`src/inc/acc_defines.svh`:
```
/*
  constants for the conversion control block: offsets, fields, resets, timing.
  assumes a 100 MHz pclk.
*/
`ifndef ACC_DEFINES_SVH
`define ACC_DEFINES_SVH
`define ACC_IDX_CTRL_A      12'h30d
`define ACC_IDX_REDUND      12'h30e
`define ACC_ADDR_CTRL_A     14'h0c34
`define ACC_ADDR_REDUND     14'h0c38
`define ACC_RST_CTRL_A      8'h00
`define ACC_RST_REDUND      8'h00
`define ACC_RST_RESULT      16'h0000
`define ACC_CTRL_A_WMASK    8'h7b
`define ACC_REDUND_WMASK    8'h3f
`define ACC_GO_BIT          2
`define ACC_SEL_ALL         5'h00
`define ACC_SEL_SHUNT       5'h01
`define ACC_SEL_FIRST       5'h02
`define ACC_SEL_LAST        5'h11
`define ACC_CLK_NS          10
`define ACC_RATE0_NS        768000
`define ACC_RATE1_NS        1536000
`define ACC_RATE2_NS        3072000
`define ACC_RATE3_NS        12288000
`define ACC_SINGLE_RUNS     4'h8
`define ACC_NUM_CELLS       16
`endif

```
`src/inc/acc_pkg.sv`:
```
/*
  types for the conversion control block.
  assumes acc_defines.svh is on the include path.
*/
`default_nettype none
package acc_pkg;
  typedef enum logic [1:0] {
    ACC_MODE_IDLE,
    ACC_MODE_SINGLE,
    ACC_MODE_CONT,
    ACC_MODE_RSVD
  } acc_mode_e;
  typedef enum {ACC_ST_IDLE, ACC_ST_RUN} acc_state_e;
endpackage : acc_pkg
`default_nettype wire

```
`src/inc/acc_aux_if.sv`:
```
/*
  interface carrying the auxiliary sequencer controls and results.
  assumes one clock domain shared by both ends.
*/
`default_nettype none
interface acc_aux_if;
  logic [4:0]  sel;
  logic [15:0] active_mask;
  logic        slot_tick;
  logic        conv_en;
  logic [3:0]  channel;
  logic        skipped;
  modport ctrl (output sel, output active_mask, output slot_tick,
                input conv_en, input channel, input skipped);
  modport seq  (input sel, input active_mask, input slot_tick,
                output conv_en, output channel, output skipped);
endinterface : acc_aux_if
`default_nettype wire

```
`src/design/acc_ctrl.sv`:
```
/*
  conversion control registers over apb and main converter run sequencing.
  assumes an apb master on pclk; result registers hold one redundant value.
*/
// Our own choice: the APB interface to the registers.
//
// Functional notes
// [RULE1] rate field sets current measurement period
// [RULE2] settings apply on go write; go reads 0; the filter enables follow ctrl_a on any write
// [RULE3] select field picks redundant channels sampled
// [RULE4] select zero scans all active cells
// [RULE5] select one is reserved, no shunt path
// [RULE6] codes 2..17 lock channels 1..16; the code drives aux_channel 0..15 for them
// [RULE7] inactive or reserved: skip, keep result reset; the code holds the last converted value instead
// [RULE8] run mode idle, single eight, continuous, reserved
`include "acc_defines.svh"
`default_nettype none
module acc_ctrl
  import acc_pkg::*;
#(
  parameter int unsigned RATE0_CYC   = `ACC_RATE0_NS / `ACC_CLK_NS,
  parameter int unsigned RATE1_CYC   = `ACC_RATE1_NS / `ACC_CLK_NS,
  parameter int unsigned RATE2_CYC   = `ACC_RATE2_NS / `ACC_CLK_NS,
  parameter int unsigned RATE3_CYC   = `ACC_RATE3_NS / `ACC_CLK_NS,
  parameter logic [3:0]  SINGLE_RUNS = `ACC_SINGLE_RUNS
) (
  input  wire logic        pclk,
  input  wire logic        presetn,
  input  wire logic        psel,
  input  wire logic        penable,
  input  wire logic        pwrite,
  input  wire logic [15:0] paddr,
  input  wire logic [31:0] pwdata,
  output logic             pready,
  output logic [31:0]      prdata,
  output logic             pslverr,
  input  wire logic [15:0] active_cell_count_cfg,
  input  wire logic [15:0] aux_sample,
  output logic             main_running,
  output logic             cs_sample,
  output logic [1:0]       main_rate_sel,
  output logic             shunt_filter_enable,
  output logic             cell_voltage_filter_enable,
  output logic             aux_conv,
  output logic [3:0]       aux_channel,
  output logic [15:0]      redundant_cell_result
);
  function automatic logic [23:0] rate_cycles(input logic [1:0] code); // [RULE1]
    case (code)
      2'b00:   rate_cycles = 24'(RATE0_CYC);
      2'b01:   rate_cycles = 24'(RATE1_CYC);
      2'b10:   rate_cycles = 24'(RATE2_CYC);
      default: rate_cycles = 24'(RATE3_CYC);
    endcase
  endfunction : rate_cycles

  logic [15:0] active_s1;
  logic [15:0] active_s2;
  logic [7:0]  ctrl_a;
  logic [7:0]  redund;
  logic [1:0]  act_rate;
  acc_mode_e   act_mode;
  acc_state_e  state;
  acc_state_e  next_state;
  logic [23:0] period_cnt;
  logic [3:0]  runs;
  logic        aux_pend;

  acc_aux_if aux ();

  // apb decode
  wire        acc_phase = psel & penable;
  wire        hit_a     = paddr[13:0] == `ACC_ADDR_CTRL_A;
  wire        hit_r     = paddr[13:0] == `ACC_ADDR_REDUND;
  wire        hit       = (hit_a | hit_r) & paddr[15:14] == 2'b00 & paddr[1:0] == 2'b00;
  wire        wr_a      = acc_phase & pwrite & hit_a & hit;
  wire        wr_r      = acc_phase & pwrite & hit_r & hit;
  wire        go_wr     = wr_a & pwdata[`ACC_GO_BIT];               // [RULE2]
  wire [7:0]  rd_a      = ctrl_a & `ACC_CTRL_A_WMASK;               // [RULE2]
  // unmapped upper address bits must read zero, not alias a register
  wire [31:0] rd_mux    = ~hit ? 32'h0 : hit_a ? {24'h0, rd_a} : hit_r ? {24'h0, redund} : 32'h0;
  wire [7:0]  next_ctrl_a = wr_a ? pwdata[7:0] & `ACC_CTRL_A_WMASK : ctrl_a;
  wire [7:0]  next_redund = wr_r ? pwdata[7:0] & `ACC_REDUND_WMASK : redund;

  // main run sequencing
  wire        period_end = state == ACC_ST_RUN && period_cnt == 24'h0;
  wire        last_run   = act_mode == ACC_MODE_SINGLE && runs == SINGLE_RUNS - 4'h1;
  wire        go_run     = act_mode == ACC_MODE_SINGLE || act_mode == ACC_MODE_CONT;
  wire [1:0]  go_rate    = pwdata[6:5];
  acc_mode_e  go_mode;
  assign go_mode = acc_mode_e'(pwdata[1:0]);

  always_comb begin
    next_state = state;
    case (state)
      ACC_ST_IDLE: begin
        if (go_wr && (go_mode == ACC_MODE_SINGLE || go_mode == ACC_MODE_CONT)) begin // [RULE8]
          next_state = ACC_ST_RUN;
        end
      end
      ACC_ST_RUN: begin
        if (go_wr && !(go_mode == ACC_MODE_SINGLE || go_mode == ACC_MODE_CONT)) begin
          next_state = ACC_ST_IDLE;
        end else if (period_end && last_run && !go_wr) begin   // [RULE8]
          next_state = ACC_ST_IDLE;
        end
      end
      default: next_state = ACC_ST_IDLE;
    endcase
  end

  wire [23:0] next_period = go_wr ? rate_cycles(go_rate) - 24'h1 :
                            period_end ? rate_cycles(act_rate) - 24'h1 :
                            state == ACC_ST_RUN ? period_cnt - 24'h1 : period_cnt; // [RULE1]
  wire [3:0]  next_runs   = go_wr ? 4'h0 : period_end ? runs + 4'h1 : runs;
  wire        slot        = period_end & go_run;

  assign aux.sel         = redund[4:0];               // [RULE3]
  assign aux.active_mask = active_s2;                 // [RULE4]
  assign aux.slot_tick   = aux_pend;

  acc_aux_seq u_seq (
    .pclk    (pclk),
    .presetn (presetn),
    .aux     (aux)
  );

  always_ff @(posedge pclk or negedge presetn) begin
    if (!presetn) begin
      active_s1 <= 16'h0;
      active_s2 <= 16'h0;
    end else begin
      active_s1 <= active_cell_count_cfg;
      active_s2 <= active_s1;
    end
  end

  always_ff @(posedge pclk or negedge presetn) begin
    if (!presetn) begin
      ctrl_a  <= `ACC_RST_CTRL_A;
      redund  <= `ACC_RST_REDUND;
      pready  <= 1'b0;
      prdata  <= 32'h0;
      pslverr <= 1'b0;
    end else begin
      ctrl_a  <= next_ctrl_a;
      redund  <= next_redund;
      pready  <= psel & ~penable;
      prdata  <= psel & ~penable & ~pwrite ? rd_mux : 32'h0;
      pslverr <= psel & ~penable & ~hit;
    end
  end

  always_ff @(posedge pclk or negedge presetn) begin
    if (!presetn) begin
      act_rate   <= 2'b00;
      act_mode   <= ACC_MODE_IDLE;
      state      <= ACC_ST_IDLE;
      period_cnt <= 24'h0;
      runs       <= 4'h0;
      aux_pend   <= 1'b0;
    end else begin
      if (go_wr) begin
        act_rate <= go_rate;                          // [RULE2]
        act_mode <= go_mode;
      end
      state      <= next_state;
      period_cnt <= next_period;
      runs       <= next_runs;
      aux_pend   <= slot;
    end
  end

  always_ff @(posedge pclk or negedge presetn) begin
    if (!presetn) begin
      main_running               <= 1'b0;
      cs_sample                  <= 1'b0;
      main_rate_sel              <= 2'b00;
      shunt_filter_enable        <= 1'b0;
      cell_voltage_filter_enable <= 1'b0;
      aux_conv                   <= 1'b0;
      aux_channel                <= 4'h0;
      redundant_cell_result      <= `ACC_RST_RESULT;
    end else begin
      main_running               <= next_state == ACC_ST_RUN;
      cs_sample                  <= slot;
      main_rate_sel              <= act_rate;
      shunt_filter_enable        <= ctrl_a[4];
      cell_voltage_filter_enable <= ctrl_a[3];
      aux_conv                   <= aux.conv_en;
      aux_channel                <= aux.channel;
      if (aux.conv_en) begin
        redundant_cell_result <= aux_sample;          // [RULE7]
      end
    end
  end

  a_go_reads_zero: assert property (@(posedge pclk) disable iff (!presetn) // [RULE2]
    pready && !pwrite && hit_a && psel |-> prdata[`ACC_GO_BIT] == 1'b0)
    else $error("go bit read back as one");
  a_rate_no_go: assert property (@(posedge pclk) disable iff (!presetn) // [RULE2]
    wr_a && !go_wr |=> act_rate == $past(act_rate) && act_mode == $past(act_mode))
    else $error("settings changed without go");
  a_period_load: assert property (@(posedge pclk) disable iff (!presetn) // [RULE1]
    go_wr |=> period_cnt == rate_cycles($past(go_rate)) - 24'h1)
    else $error("period not loaded from rate code");
  a_idle_stays: assert property (@(posedge pclk) disable iff (!presetn) // [RULE8]
    state == ACC_ST_IDLE && !go_wr |=> state == ACC_ST_IDLE)
    else $error("left idle without go");
  a_single_stop: assert property (@(posedge pclk) disable iff (!presetn) // [RULE8]
    period_end && last_run && !go_wr |=> state == ACC_ST_IDLE)
    else $error("single run did not stop after eight");
  a_cont_runs: assert property (@(posedge pclk) disable iff (!presetn) // [RULE8]
    state == ACC_ST_RUN && act_mode == ACC_MODE_CONT && !go_wr |=> state == ACC_ST_RUN)
    else $error("continuous run stopped");
  a_result_hold: assert property (@(posedge pclk) disable iff (!presetn) // [RULE7]
    !aux.conv_en |=> redundant_cell_result == $past(redundant_cell_result))
    else $error("result changed on skipped slot");
  a_slot_follow: assert property (@(posedge pclk) disable iff (!presetn) // [RULE3]
    slot |=> aux.slot_tick ##1 (aux.conv_en ^ aux.skipped))
    else $error("slot not served by sequencer");
endmodule : acc_ctrl
`default_nettype wire

```
`src/design/acc_aux_seq.sv`:
```
/*
  auxiliary converter channel sequencer: decodes the redundant select code.
  assumes a slot tick from the control block, same clock.
*/
`include "acc_defines.svh"
`default_nettype none
module acc_aux_seq
  import acc_pkg::*;
(
  input  wire logic pclk,
  input  wire logic presetn,
  acc_aux_if.seq    aux
);
  logic [3:0] scan;
  logic [3:0] next_scan;
  wire        sel_all    = aux.sel == `ACC_SEL_ALL;
  wire        sel_single = aux.sel >= `ACC_SEL_FIRST && aux.sel <= `ACC_SEL_LAST;
  wire [4:0]  sel_off    = aux.sel - `ACC_SEL_FIRST;
  wire [3:0]  lock_ch    = sel_off[3:0];
  wire [3:0]  cur_ch     = sel_all ? scan : lock_ch;
  // shunt code and 0x12..0x1f fall out as reserved
  wire        slot_ok    = (sel_all | sel_single) & aux.active_mask[cur_ch]; // [RULE5] [RULE7]

  assign next_scan = aux.slot_tick && sel_all ? scan + 4'h1 : scan; // [RULE4]

  always_ff @(posedge pclk or negedge presetn) begin
    if (!presetn) begin
      scan        <= 4'h0;
      aux.conv_en <= 1'b0;
      aux.channel <= 4'h0;
      aux.skipped <= 1'b0;
    end else begin
      scan        <= next_scan;
      aux.conv_en <= aux.slot_tick & slot_ok;   // [RULE3] [RULE6]
      aux.channel <= cur_ch;
      aux.skipped <= aux.slot_tick & ~slot_ok;  // [RULE7]
    end
  end

  a_skip_on_rsvd: assert property (@(posedge pclk) disable iff (!presetn) // [RULE5]
    aux.slot_tick && aux.sel == `ACC_SEL_SHUNT |=> aux.skipped && !aux.conv_en)
    else $error("shunt select code did not skip");
  a_lock_channel: assert property (@(posedge pclk) disable iff (!presetn) // [RULE6]
    aux.slot_tick && sel_single |=> aux.channel == $past(lock_ch))
    else $error("locked channel mismatch");
endmodule : acc_aux_seq
`default_nettype wire

```
`config.mk`:
```
export PLATFORM = sky130hd
export DESIGN_NAME = acc_ctrl
export DESIGN_NICKNAME = d
export VERILOG_FILES = /design/src/inc/acc_pkg.sv /design/src/inc/acc_aux_if.sv /design/src/design/acc_ctrl.sv /design/src/design/acc_aux_seq.sv
export VERILOG_INCLUDE_DIRS = /design/src /design/src/inc
export SDC_FILE = /design/constraint.sdc
export NUM_CORES = 1
export LEC_CHECK = 0
export BUFFER_PORTS_ARGS = -buffer_cell sky130_fd_sc_hd__buf_2
export CAP_MARGIN = 10
export CELL_PAD_IN_SITES_DETAIL_PLACEMENT = 1
export CELL_PAD_IN_SITES_GLOBAL_PLACEMENT = 2
export CORE_MARGIN = 8
export CORE_UTILIZATION = 38
export DETAILED_ROUTE_END_ITERATION = 8
export GPL_TIMING_DRIVEN = 0
export PLACE_DENSITY_LB_ADDON = 0.1
export SYNTH_ARGS = -nofsm -noshare
export SYNTH_HDL_FRONTEND = slang
export SYNTH_SLANG_ARGS = --single-unit
```
`constraint.sdc`:
```
create_clock -name pclk -period 7 [get_ports pclk]
set_input_delay 0 -clock pclk [delete_from_list [all_inputs] [get_ports pclk]]
set_output_delay 0 -clock pclk [all_outputs]
set_load 0.01 [all_outputs]
```
# [Yosys cells after proc, flatten, opt, wreduce, memory -nomap -nowiden]
# Index checks and enable logic that the tools add are counted.
[totals] reg_bits=153 input_bits=85 output_inout_bits=61
[op_classes] addsub=6 order_cmp=3 eq_ne=14 muxes=18 bitwise=20 reduce_logical=21
[op_table] op="one-hot mux 21 bit (3 select lines)" n=2
[op_table] op="2-to-1 mux 32 bit" n=3
[op_table] op="2-to-1 mux 24 bit" n=3
[op_table] op="subtractor 24 x 1 -> 24 bit (second input constant)" n=3
[op_table] op="== test 32 x 2 -> 1 bit (second input constant)" n=2
[op_table] op="one-hot mux 32 bit (2 select lines)" n=1
[op_table] op="== test 32 x 1 -> 1 bit (second input constant)" n=1
[op_table] op="zero test 32 bit" n=1
[op_table] op="== test 14 x 12 -> 1 bit (second input constant)" n=2
[op_table] op="zero test 24 bit" n=1
[op_table] op="2-to-1 mux 7 bit" n=3
[op_table] op="bitwise AND 1 bit" n=15
[op_table] op="2-to-1 mux 4 bit" n=3
[op_table] op="adder 4 x 1 -> 4 bit (second input constant)" n=2
[op_table] op="== test 2 x 1 -> 1 bit (second input constant)" n=4
[op_table] op="== test 2 bit (second input constant)" n=4
[op_table] op="logical AND 1 bit" n=8
[op_table] op="zero test 2 bit" n=4
[op_table] op="2-to-1 mux 6 bit" n=1
[op_table] op="greater-or-equal comparator 5 x 2 -> 1 bit (second input constant)" n=1
[op_table] op="less-or-equal comparator 5 bit (second input constant)" n=1
[op_table] op="zero test 5 bit" n=1
[op_table] op="less-than comparator 4 x 5 -> 1 bit (second input constant)" n=1
[op_table] op="binary-select mux 1 bit (select 4 bit)" n=1
[op_table] op="other kinds (9)" n=14

# [Longest topological paths before layout]
# Gate-level depths: netlist (run 1).
[depth] ltp_word=12 ltp_mapped=9

# [Cells and area by module]
# Synthesis (run 1) repeated with hierarchy kept, for this count alone.
[unflattened] cells_unflattened=526 area_unflattened_um2=6478.7
[by_module_without_submodules] module="acc_ctrl" n_inst=1 cells_per_inst=460 area_per_inst_um2=5776.8 seq_area_each_um2=3603.5
[by_module_without_submodules] module="acc_aux_seq" n_inst=1 cells_per_inst=66 area_per_inst_um2=701.9 seq_area_each_um2=250.2

# [Worst setup path after synthesis (run 1)]
# No wires, ideal clock.
[synth_timing] path_kind="register to register" start="reg act_rate[0]" end="reg period_cnt[19]" setup_time_ps=79 t_arrival_ps=2581 required_ps=6921 setup_slack_ps=4339 stages_incl_launch_ff=9 n_path_buf=0 cell_sequence="dfrtp_1 -> inv_1 -> ha_1 -> or4_1 -> a2111oi_2 -> nand3_1 -> mux2_4 -> a2111oi_4 -> mux2i_1"
[synth_between] elab_chain_cells=5 word_cells_on_any_way=7
[synth_rtl] item="start, declared" line_no="acc_ctrl.sv:61" source="logic [1:0] act_rate;"
[synth_rtl] item="start signal, assigned" line_no="acc_ctrl.sv:164" source="act_rate <= go_rate;"
[synth_rtl] item="== test 2 bit, or another cell as far along" line_no="acc_ctrl.sv:49" source="case (code)"
[synth_rtl] item="one-hot mux 21 bit (3 select lines) (*)" line_no="acc_ctrl.sv:49"
[synth_rtl] item="subtractor 24 x 1 -> 24 bit (*)" line_no="acc_ctrl.sv:113" source="period_end ? rate_cycles(act_rate) - 24'h1 :"
[synth_rtl] item="2-to-1 mux 24 bit (*)" line_no="acc_ctrl.sv:113"
[synth_rtl] item="2-to-1 mux 24 bit (*)" line_no="acc_ctrl.sv:112" source="wire [23:0] next_period = go_wr ? rate_cycles(go_rate) - 24'h1 :"
[synth_rtl] item="end signal, assigned" line_no="acc_ctrl.sv:168" source="period_cnt <= next_period;"
[synth_rtl] item="end, declared" line_no="acc_ctrl.sv:65" source="logic [23:0] period_cnt;"
# Every way passes the cells marked *; elsewhere a longest branch is shown, timed or not.
# A chain may end at the register's enable or synchronous reset.

# [Worst setup path in the final report (run 1)]
[layout_timing] start="reg state[17]" end="reg period_cnt[18]"
[layout_between] elab_chain_cells=4 word_cells_on_any_way=5
[layout_rtl] item="start, declared" line_no="acc_ctrl.sv:63" source="acc_state_e state;"
[layout_rtl] item="start signal, assigned" line_no="acc_ctrl.sv:167" source="state <= next_state;"
[layout_rtl] item="== test 32 x 2 -> 1 bit (*)" line_no="acc_ctrl.sv:86, acc_ctrl.sv:114"
[layout_rtl] item="logical AND 1 bit" line_no="acc_ctrl.sv:86" source="wire period_end = state == ACC_ST_RUN && period_cnt == 24'h0;"
[layout_rtl] item="2-to-1 mux 24 bit" line_no="acc_ctrl.sv:113"
[layout_rtl] item="2-to-1 mux 24 bit" line_no="acc_ctrl.sv:112"
# Marks and branches as above.

==> run_results.csv, run 1 <==
group,metric,value,unit
outcome,status,"finished clean",
finish,fillCellCount,1816,
grt,antenna_found_initial,0,
clocking,cts-root-buf,"clkbuf_16",
timing,holdWs,66.9,ps
power_and_ir_drop,p_sw,447,µW
clocking,cts.path.max_buffers,2,
logic_synthesis,syn-cell-area,6370,µm²
grt,grt_overflow,0,
clocking,clock-sinks,153,
setup_path,critPathKind,"reg2reg",
power_and_ir_drop,powerDensity,223,nW/µm²
finish,drive_gt1_share,26.2,%
grt,grt_pass1_vias,5258,
grt,grt_pass1_wl,27400,µm
clocking,clk_latency,430,ps
logic_synthesis,syn_inst,527,
logic_synthesis,synth_top_family_by_area,"simple AND/OR/NAND/NOR gates",
finish,regArea,3830,µm²
detailed_routing,vias_per_cell,4.85,
detailed_routing,first_iter_violations,251,
logic_synthesis,netlist.area_leader.share,60.1,%
timing,fin_worst_skew,8.51,ps
finish,fin_nets,838,
floorplanning,rows,47,
setup_path,crit_path_max_fanout,10,
logic_synthesis,synthMuxAreaShare,7.78,%
clocking,cts_inserted_buffers,17,
timing,rsz0062_at_grt,"no",
hold_path,hold_class,"in2reg",
logic_synthesis,synth_top_cell_by_area,"dfrtp_1",
timing,post-route-period-util,48.7,%
place,port_buffers,95,
logic_synthesis,synth_compound_area_share,9.22,%
timing,fmaxAchievable,293,MHz
clocking,cts_resized,0,
logic_synthesis,synthSimpleGateAreaFrac,13.1,%
floorplanning,die_w,145,µm
detailed_routing,wl_per_cell,16.3,µm
floorplanning,pin_count,146,
clocking,post_cts_buffers,0,
power_and_ir_drop,seqPwrFrac,48.8,%
setup_path,critPathCaptureType,"register",
setup_path,cp.arrival,3720,ps
power_and_ir_drop,ir_worst_vdd,0.181,mV
clocking,htreeDepth,4,
power_and_ir_drop,p_leak,3.86,nW
logic_synthesis,ys.flop_type,"dfrtp_1",
floorplanning,dieArea,21200,µm²
timing,slew_violations,0,
logic_synthesis,avgSynthCellArea,12.1,µm²
timing,tightest_slew,1130,ps
detailed_routing,antenna_left,0,
logic_synthesis,ys_async_sr_fraction,100,%
logic_synthesis,ys_ff_latch,153,
power_and_ir_drop,switching_share,24.0,%
finish,multi_input_area,2410,µm²
setup_path,crit_chain,"nor4_1 -> nand4_1 -> nor4_1 -> clkbuf_1 -> a32oi_1 -> o21ai_0 -> o22ai_1 -> dlygate4sd3_1",
setup_path,cp_slowest_cell,"nor4_1",
logic_synthesis,synthDistinctLibCells,59,
detailed_routing,routed_wirelength,16000,µm
detailed_routing,drt-pass1-iter-count,4,
detailed_routing,route.detailed.drc,0,
logic_synthesis,ys_top_cells_by_area,"dfrtp_1, mux2_2, buf_4",
power_and_ir_drop,pwr-share-clk,46.6,%
floorplanning,core,16500,µm²
timing,fin_tns_setup,0,ps
place,place_congestion,0.824,
power_and_ir_drop,power_frac_comb,4.6,%
timing,relSlewSlack,24.2,%
grt,grt_max_degree,88,
logic_synthesis,synth_xor_area_share,2.48,%
timing,setup_violations,0,
timing,finalHoldViolCount,0,
setup_path,path_common_cell,"nor4_1",
power_and_ir_drop,total_power,1.86,mW
timing,layout_min_cycle_time,3410,ps
logic_synthesis,yosysMostFrequentCell,"dfrtp_1",
detailed_routing,vias,4736,
floorplanning,start_util,38.7,%
clocking,clk_pin_slew,70,ps
power_and_ir_drop,p_int,1.42,mW
setup_path,worstPathRequired,7320,ps
run,maxCapViolations,0,
clocking,tritoncts,"done",
finish,area_delta_synth_final,31.5,%
logic_synthesis,ys_seq_area_share,60.1,%
logic_synthesis,synthTopCellsByCount,"dfrtp_1, nand2_1, nor2_1",
setup_path,cp-start-kind,"register",
finish,n_antenna_cell,0,
place,place_hpwl,11300,µm
logic_synthesis,synth_adder_area_share,1.97,%
logic_synthesis,synth-edff-count,0,
grt,grt_util_all_layers,16.1,%
logic_synthesis,ys_warn_count,0,
setup_path,cpPeakStageDelay,790,ps
floorplanning,die_height,145,µm
==> final timing paths <==
kind,start,to,slack (ps),cells past startpoint
setup / recovery,state[17],period_cnt[18],3590,8
hold / removal,pwrite,prdata[2],70,4
setup reg to reg,state[17],period_cnt[18],3590,8
hold reg to reg,active_s1[9],active_s2[9],350,0
max in group asynchronous,presetn,state[22],6040,3
min in group asynchronous,presetn,period_cnt[5],150,2
==> worst max-delay path, delay by kind of cell, from the launching register on <==
family / cells / cell delay, ps
AND/OR/NAND/NOR: 3 / 1440
buffers and inverters: 2 / 1090
AO/OA/AOI/OAI: 3 / 410
flip-flops: 1 / 360
==> cells in the final DEF, fill, tap and decap left out, types with 5 or more instances in the layout <==
master,count
nand2_1,38
dlygate4sd3_1,46
mux2_2,28
nor3_1,9
inv_8,5
a22oi_1,9
inv_6,5
ha_1,10
nor4_2,5
dfrtp_1,153
inv_1,17
or4_1,5
nor4_1,13
buf_2,96
nand4_1,8
nor2_1,31
nand3_1,10
o21ai_0,18
clkbuf_16,17
a211oi_1,7
or3_1,10
a21oi_1,17
buf_4,25
clkbuf_1,19
xor2_1,9
xnor2_1,9
conb_1,56
mux2i_1,15
==> registers in the layout, indices dropped and copies added (netlist names) <==
| register | count |
|---|---|
| state | 32 |
| period_cnt | 24 |
| active_s1 | 16 |
| active_s2 | 16 |
| redundant_cell_result | 16 |
| prdata | 7 |
| ctrl_a | 6 |
| redund | 6 |
| aux_channel | 4 |
| runs | 4 |
| u_seq.aux.channel | 4 |
| u_seq.scan | 4 |
| act_mode | 2 |
| act_rate | 2 |
| main_rate_sel | 2 |
| aux_conv | 1 |
| cell_voltage_filter_enable | 1 |
| cs_sample | 1 |
| main_running | 1 |
| pready | 1 |
| pslverr | 1 |
| shunt_filter_enable | 1 |
| u_seq.aux.conv_en | 1 |
==> what timing repair did <==
| item | CTS | global route |
|---|---|---|
| endpoints found under the hold margin | 124 | 0 |
| hold buffers | 46 | 0 |
| setup endpoints to repair | 0 | 0 |
==> power by group through the flow <==
stage,combinational [mW],sequential (mW),clock (mW)
finish,0.0856,0.909,0.869
global route,0.0968,0.910,0.928
CTS,0.0859,0.909,0.892
detailed placement,0.0658,0.926,0
global placement,0.0620,0.925,0
floorplan,0.0243,0.925,0
==> metrics by stage <==
stage               utilization [%]  worst slack, ps  instances  cell area, µm²
floorplan                         -             4340        582            6570
CTS                            50.9             3570        976            8370
finish                         50.9             3590        976            8370
global placement               44.5             3730        897            7320
detailed placement             44.7             3910        898            7360
global route                   50.9             3310        976            8370
==> cell type report <==
class	count	area share (%)
plain buffers	46	3.21
clock buffers	18	5.12
clock inverters	14	1.52
inverters	17	0.762
multi-input cells	366	28.8
flip-flops and latches	153	45.7
well taps	220	3.29
repair buffers	142	11.6
==> kinds of logic after synthesis <==
family | Yosys count
AND/OR/NAND/NOR | 153
AO/OA/AOI/OAI | 84
flip-flops | 153
multiplexers | 45
XOR/XNOR | 18
adder cells (fa/ha/maj) | 10
buffers and inverters | 63
other | 1
==> layer usage <==
metal,track usage [%],share of wire [%],vias to the layer above
met5,0,0,-
met4,6.66,1.7,0
met3,4.23,4.8,22
met2,26.9,49,117
met1,19.2,44,2363
li1,-,-,2234
Power figures use the tool's default switching activity.
==> inputs of run 2 (changes only) <==
--- a/config.mk
+++ b/config.mk
@@ -11,7 +11,7 @@
 export CELL_PAD_IN_SITES_DETAIL_PLACEMENT = 1
 export CELL_PAD_IN_SITES_GLOBAL_PLACEMENT = 2
 export CORE_MARGIN = 8
-export CORE_UTILIZATION = 38
+export CORE_UTILIZATION = 35
 export DETAILED_ROUTE_END_ITERATION = 8
 export GPL_TIMING_DRIVEN = 0
 export PLACE_DENSITY_LB_ADDON = 0.1
==> constraint.sdc (replaced) <==
create_clock -name pclk -period 3.26 [get_ports pclk]
set_input_delay 0 -clock pclk [delete_from_list [all_inputs] [get_ports pclk]]
set_output_delay 0 -clock pclk [all_outputs]
set_load 0.01 [all_outputs]
==> run_results.csv, run 2 (synthesis gave the netlist of run 1 again) <==
group,metric,value,unit
timing,worst_slack,284,ps
place,port_buffers,95,
run,maxCapViolations,0,
detailed_routing,drt-pass1-iter-count,4,
power_and_ir_drop,p_leak,3.87,nW
setup_path,cp_slowest_cell,"or4_1",
timing,holdWs,53.1,ps
power_and_ir_drop,seqPwrFrac,47.5,%
finish,instances_no_fill,983,
timing,rsz0062_at_grt,"no",
finish,regMostFlops,"state",
place,place_hpwl,11300,µm
place,placed_area,7370,µm²
detailed_routing,wl_per_cell,16.3,µm
setup_path,critPathKind,"reg2reg",
timing,finalHoldViolCount,0,
power_and_ir_drop,p_sw,899,µW
grt,grt_max_degree,103,
power_and_ir_drop,p_int,3.21,mW
detailed_routing,antenna_left,0,
finish,area_delta_synth_final,32.5,%
place,place_congestion,0.815,
setup_path,crit_path_max_fanout,6,
finish,n_antenna_cell,0,
clocking,clock-sinks,153,
clocking,cts-root-buf,"clkbuf_16",
setup_path,cpPeakStageDelay,710,ps
finish,largest_reg_flops,32,
timing,slew_violations,0,
setup_path,critPathCaptureType,"register",
setup_path,path_common_cell,"or4_1",
power_and_ir_drop,power_frac_comb,4.5,%
power_and_ir_drop,powerDensity,487,nW/µm²
clocking,clk_latency,420,ps
place,pre_cts_ws,159,ps
hold_path,hold_class,"in2reg",
grt,grt_overflow,0,
power_and_ir_drop,pwr-share-clk,48.0,%
floorplanning,die_height,151,µm
timing,relSlewSlack,43.5,%
power_and_ir_drop,ir_worst_vdd,0.358,mV
detailed_routing,vias,4751,
clocking,tritoncts,"done",
power_and_ir_drop,switching_share,21.9,%
finish,fin_nets,837,
timing,fin_worst_skew,9.42,ps
setup_path,worstPathRequired,3590,ps
setup_path,cp.arrival,3310,ps
detailed_routing,routed_wirelength,16000,µm
floorplanning,start_util,35.6,%
finish,biggestRegsByFlops,"state x32, period_cnt x24",
timing,layout_min_cycle_time,2980,ps
clocking,htreeDepth,4,
grt,antenna_found_initial,0,
outcome,status,"finished clean",
timing,post-route-period-util,91.3,%
detailed_routing,route.detailed.drc,0,
timing,setup_violations,0,
floorplanning,die_w,151,µm
place,place_inst,907,
floorplanning,core,17900,µm²
grt,grt_pass1_wl,26600,µm
setup_path,cp-start-kind,"register",
finish,drive_gt1_share,26.4,%
detailed_routing,first_iter_violations,218,
timing,fmaxAchievable,336,MHz
floorplanning,rows,49,
power_and_ir_drop,total_power,4.11,mW
clocking,cts_inserted_buffers,17,
finish,final_cell_mix,"dfrtp_1, buf_2, conb_1",
finish,fillCellCount,1965,
finish,finish.instance_area,8440,µm²
timing,tightest_slew,840,ps
grt,grt_util_all_layers,14.8,%
detailed_routing,vias_per_cell,4.83,
clocking,cts.path.max_buffers,2,
finish,layout.cells.most_common,"dfrtp_1",
clocking,clk_pin_slew,60,ps
floorplanning,pin_count,146,
floorplanning,dieArea,22800,µm²
grt,grt_pass1_vias,5213,
setup_path,crit_chain,"inv_1 -> ha_1 -> or4_1 -> a2111oi_4 -> nand2_1 -> mux2_4 -> or4_1 -> a21oi_1",
==> run 2: timing repair <==
| action | 4_1_cts | 5_1_grt |
|---|---|---|
| hold endpoints to repair | 108 | 0 |
| buffers inserted | 0 | 0 |
| setup endpoints to repair | 0 | 5 |
| hold buffers | 45 | 0 |
| gates resized for setup | 0 | 3 |
==> run 2: worst max-delay path, delay by kind of cell, from the launching register on <==
family	cells	cell delay, ps
AOI/OAI and AO/OA	2	530
and+or+nand+nor	3	1230
muxes	1	320
buffers and inverters	1	100
DFF	1	390
adders and majority gates	1	310
==> run 2: layer usage <==
metal  share of wire, %  vias to the layer above  wire length, µm  track usage [%]
li1                   -                     2238                -                -
met1                 45                     2375             7150             18.7
met2                 48                      123             7600             23.9
met3                6.5                       15             1030             4.15
met4                1.2                        0              197             5.20
met5                  0                        -                0                0
==> run 2: power groups by stage <==
stage / Clock [mW] / Sequential (mW) / Combinational, mW
floorplan: 0 / 1.99 / 0.0523
global placement: 0 / 1.99 / 0.134
detailed placement: 0 / 1.99 / 0.143
CTS: 2.03 / 1.95 / 0.185
global route: 2.12 / 1.96 / 0.209
finish: 1.97 / 1.95 / 0.186
==> run 2: path summary, 6_finish.rpt <==
| kind | endpoint | startpoint | slack (ps) | depth (start not counted) |
|---|---|---|---|---|
| worst max-delay path | period_cnt[22] | act_rate[0] | 280 | 8 |
| worst min-delay path | prdata[6] | pwrite | 50 | 4 |
| worst max register to register | period_cnt[22] | act_rate[0] | 280 | 8 |
| worst min register to register | active_s2[10] | active_s1[10] | 340 | 0 |
| max in group asynchronous | state[20] | presetn | 2310 | 3 |
| min in group asynchronous | act_rate[1] | presetn | 90 | 2 |
==> run 2: per-stage QoR <==
step	utilization [%]	setup TNS, ps
floorplan	-	0
global placement	41.0	-39.6
detailed placement	41.2	0
CTS	47.0	0
global route	47.1	0
finish	47.1	0
==> run 2: layout make-up <==
class | instances | area (µm²) | share of cell area [%]
Buffer | 46 | 269 | 3.19
Clock buffer | 20 | 457 | 5.41
Clock inverter | 11 | 136 | 1.62
Inverter | 17 | 63.8 | 0.756
Multi-Input combinational cell | 366 | 2430 | 28.9
Sequential cell | 153 | 3830 | 45.4
Tap cell | 229 | 287 | 3.40
Timing Repair Buffer | 141 | 960 | 11.4
==> inputs of run 3 (changes only) <==
--- a/config.mk
+++ b/config.mk
@@ -6,15 +6,17 @@
 export SDC_FILE = /design/constraint.sdc
 export NUM_CORES = 1
 export LEC_CHECK = 0
+export ABC_AREA = 1
 export BUFFER_PORTS_ARGS = -buffer_cell sky130_fd_sc_hd__buf_2
 export CAP_MARGIN = 10
 export CELL_PAD_IN_SITES_DETAIL_PLACEMENT = 1
 export CELL_PAD_IN_SITES_GLOBAL_PLACEMENT = 2
 export CORE_MARGIN = 8
-export CORE_UTILIZATION = 35
+export CORE_UTILIZATION = 33
 export DETAILED_ROUTE_END_ITERATION = 8
 export GPL_TIMING_DRIVEN = 0
 export PLACE_DENSITY_LB_ADDON = 0.1
+export SLEW_MARGIN = 15
 export SYNTH_ARGS = -nofsm -noshare
 export SYNTH_HDL_FRONTEND = slang
 export SYNTH_SLANG_ARGS = --single-unit
==> run_results.csv, run 3 <==
group,metric,value,unit
finish,layout.cells.most_common,"dfrtp_1",
grt,grt_util_all_layers,14.8,%
place,placed_area,7730,µm²
setup_path,rr_worst_depth,12,
place,place_congestion,0.831,
timing,slew_violations,0,
logic_synthesis,ys_ff_latch,153,
finish,instances_no_fill,1190,
floorplanning,die_height,158,µm
detailed_routing,first_iter_violations,198,
setup_path,crit_chain,"nor2_1 -> nand2_1 -> nor2_1 -> nand2_1 -> nor2_4 -> buf_4 -> inv_1 -> nor2_4 -> inv_2 -> o21ai_1 -> o21ai_1 -> nand2_1",
logic_synthesis,synth_top_family_by_area,"simple AND/OR/NAND/NOR gates",
clocking,tritoncts,"done",
place,port_buffers,95,
place,place_hpwl,13000,µm
grt,grt_max_degree,80,
finish,regMostFlops,"state",
finish,largest_reg_flops,32,
detailed_routing,vias,5221,
logic_synthesis,ys_warn_count,0,
logic_synthesis,ys_top_cells_by_area,"dfrtp_1, nand2_1, inv_1",
detailed_routing,drt-pass1-iter-count,4,
timing,relSlewSlack,57.8,%
detailed_routing,routed_wirelength,17900,µm
finish,area_delta_synth_final,32.1,%
timing,rsz0062_at_grt,"no",
logic_synthesis,synthTopCellsByCount,"dfrtp_1, nand2_1, inv_1",
setup_path,worstPathRequired,3620,ps
timing,holdWs,11.9,ps
timing,fin_worst_skew,10.2,ps
run,maxCapViolations,0,
detailed_routing,route.detailed.drc,0,
setup_path,crit_path_max_fanout,10,
setup_path,path_common_cell,"nand2_1",
clocking,clock-sinks,153,
setup_path,cp-start-kind,"register",
logic_synthesis,yosysMostFrequentCell,"dfrtp_1",
clocking,clk_latency,420,ps
finish,n_antenna_cell,0,
hold_path,hold_class,"in2reg",
logic_synthesis,synth_top_cell_by_area,"dfrtp_1",
hold_path,hold_depth,3,
finish,biggestRegsByFlops,"state x32, period_cnt x24",
logic_synthesis,synth_adder_area_share,1.88,%
grt,antenna_found_initial,0,
logic_synthesis,synth_compound_area_share,5.93,%
timing,finalHoldViolCount,0,
clocking,clk_pin_slew,70,ps
setup_path,critPathCaptureType,"register",
finish,finish.instance_area,8810,µm²
logic_synthesis,synth-edff-count,0,
timing,setup_violations,0,
floorplanning,start_util,33.3,%
outcome,status,"finished clean",
logic_synthesis,synthSimpleGateAreaFrac,22.4,%
setup_path,cpPeakStageDelay,380,ps
place,place_inst,1113,
finish,fin_nets,1002,
logic_synthesis,netlist.area_leader.share,57.4,%
clocking,cts.path.max_buffers,2,
floorplanning,die_w,158,µm
floorplanning,dieArea,25000,µm²
timing,fin_tns_setup,0,ps
place,pre_cts_ws,1000,ps
logic_synthesis,syn_inst,692,
clocking,cts_inserted_buffers,17,
power_and_ir_drop,ir_worst_vdd,0.345,mV
setup_path,cp_slowest_cell,"nor2_4",
grt,grt_pass1_vias,5636,
grt,grt_pass1_wl,28800,µm
detailed_routing,antenna_left,0,
logic_synthesis,avgSynthCellArea,9.64,µm²
clocking,cts-root-buf,"clkbuf_16",
power_and_ir_drop,p_leak,4.57,nW
timing,layout_min_cycle_time,2300,ps
logic_synthesis,ys_async_sr_fraction,100,%
power_and_ir_drop,powerDensity,477,nW/µm²
floorplanning,pin_count,146,
logic_synthesis,ys.flop_type,"dfrtp_1",
detailed_routing,wl_per_cell,15.0,µm
logic_synthesis,synthMuxAreaShare,2.70,%
finish,drive_gt1_share,23.7,%
clocking,htreeDepth,4,
grt,grt_overflow,0,
logic_synthesis,syn-cell-area,6670,µm²
setup_path,cp.arrival,2660,ps
floorplanning,rows,52,
timing,worst_slack,958,ps
logic_synthesis,synth_xor_area_share,1.31,%
finish,final_cell_mix,"dfrtp_1, nand2_1, buf_2",
timing,fmaxAchievable,434,MHz
timing,tightest_slew,633,ps
logic_synthesis,synthDistinctLibCells,44,
logic_synthesis,ys_seq_area_share,57.4,%
setup_path,critPathKind,"reg2reg",
detailed_routing,vias_per_cell,4.39,
timing,post-route-period-util,70.6,%
floorplanning,core,20000,µm²
[run 3: area by class of cell]
cell class | count | area (µm²)
fill | 2367 | 11200
sequential | 153 | 3830
multi-input combinational | 476 | 2490
timing repair buffer | 141 | 963
clock buffer | 17 | 425
tap | 270 | 338
inverter | 84 | 315
buffer | 34 | 238
clock inverter | 15 | 208
[run 3: critical path: cells and delay by family (launching register included)]
| family | cells | cell delay [ps] |
|---|---|---|
| buffers and inverters | 3 | 470 |
| AOI/OAI and AO/OA | 2 | 290 |
| and+or+nand+nor | 7 | 1110 |
| DFF | 1 | 370 |
[run 3: report_power, final]
group	leakage, nW	switching [mW]	internal [mW]
Clock	0.304	0.891	1.17
Combinational	2.33	0.0989	0.0918
Sequential	1.94	0.0114	1.94
Total	4.57	1.00	3.20
[run 3: per-stage QoR]
step / util (%) / power [mW]
floorplan: - / 2.04
global placement: 38.4 / 2.13
detailed placement: 38.6 / 2.14
CTS: 44.0 / 4.27
global route: 44.0 / 4.37
finish: 44.0 / 4.21
[run 3: worst paths after layout]
check / startpoint / endpoint / slack [ps]
setup / recovery: state[15] / period_cnt[14] / 960
hold / removal: pwdata[2] / act_mode[0] / 10
setup reg to reg: state[15] / period_cnt[14] / 960
hold reg to reg: active_s1[13] / active_s2[13] / 350
max in group asynchronous: presetn / period_cnt[18] / 2330
min in group asynchronous: presetn / aux_channel[0] / 130
[run 3: cell families (layout without fill, tap and decap cells)]
logic type | count (synthesis) | after routing
AND/OR/NAND/NOR | 316 | 316
AO/OA/AOI/OAI | 68 | 68
other | 1 | 56
flip-flops | 153 | 153
multiplexers | 16 | 16
XOR/XNOR | 10 | 10
buffers and inverters | 118 | 291
adder cells (fa/ha/maj) | 10 | 10
[run 3: metal layers]
| layer | vias to the layer above | GRT usage, % | part of all wire [%] |
|---|---|---|---|
| li1 | 2566 | - | - |
| met1 | 2546 | 16.9 | 41 |
| met2 | 87 | 26.7 | 53 |
| met3 | 22 | 3.36 | 4.5 |
| met4 | 0 | 4.89 | 1.5 |
| met5 | - | 0 | 0 |
[run 3: timing repair]
action,in CTS,in global routing
hold endpoints to repair,123,0
resized for setup,0,0
setup buffers,0,0
hold buffers,45,0
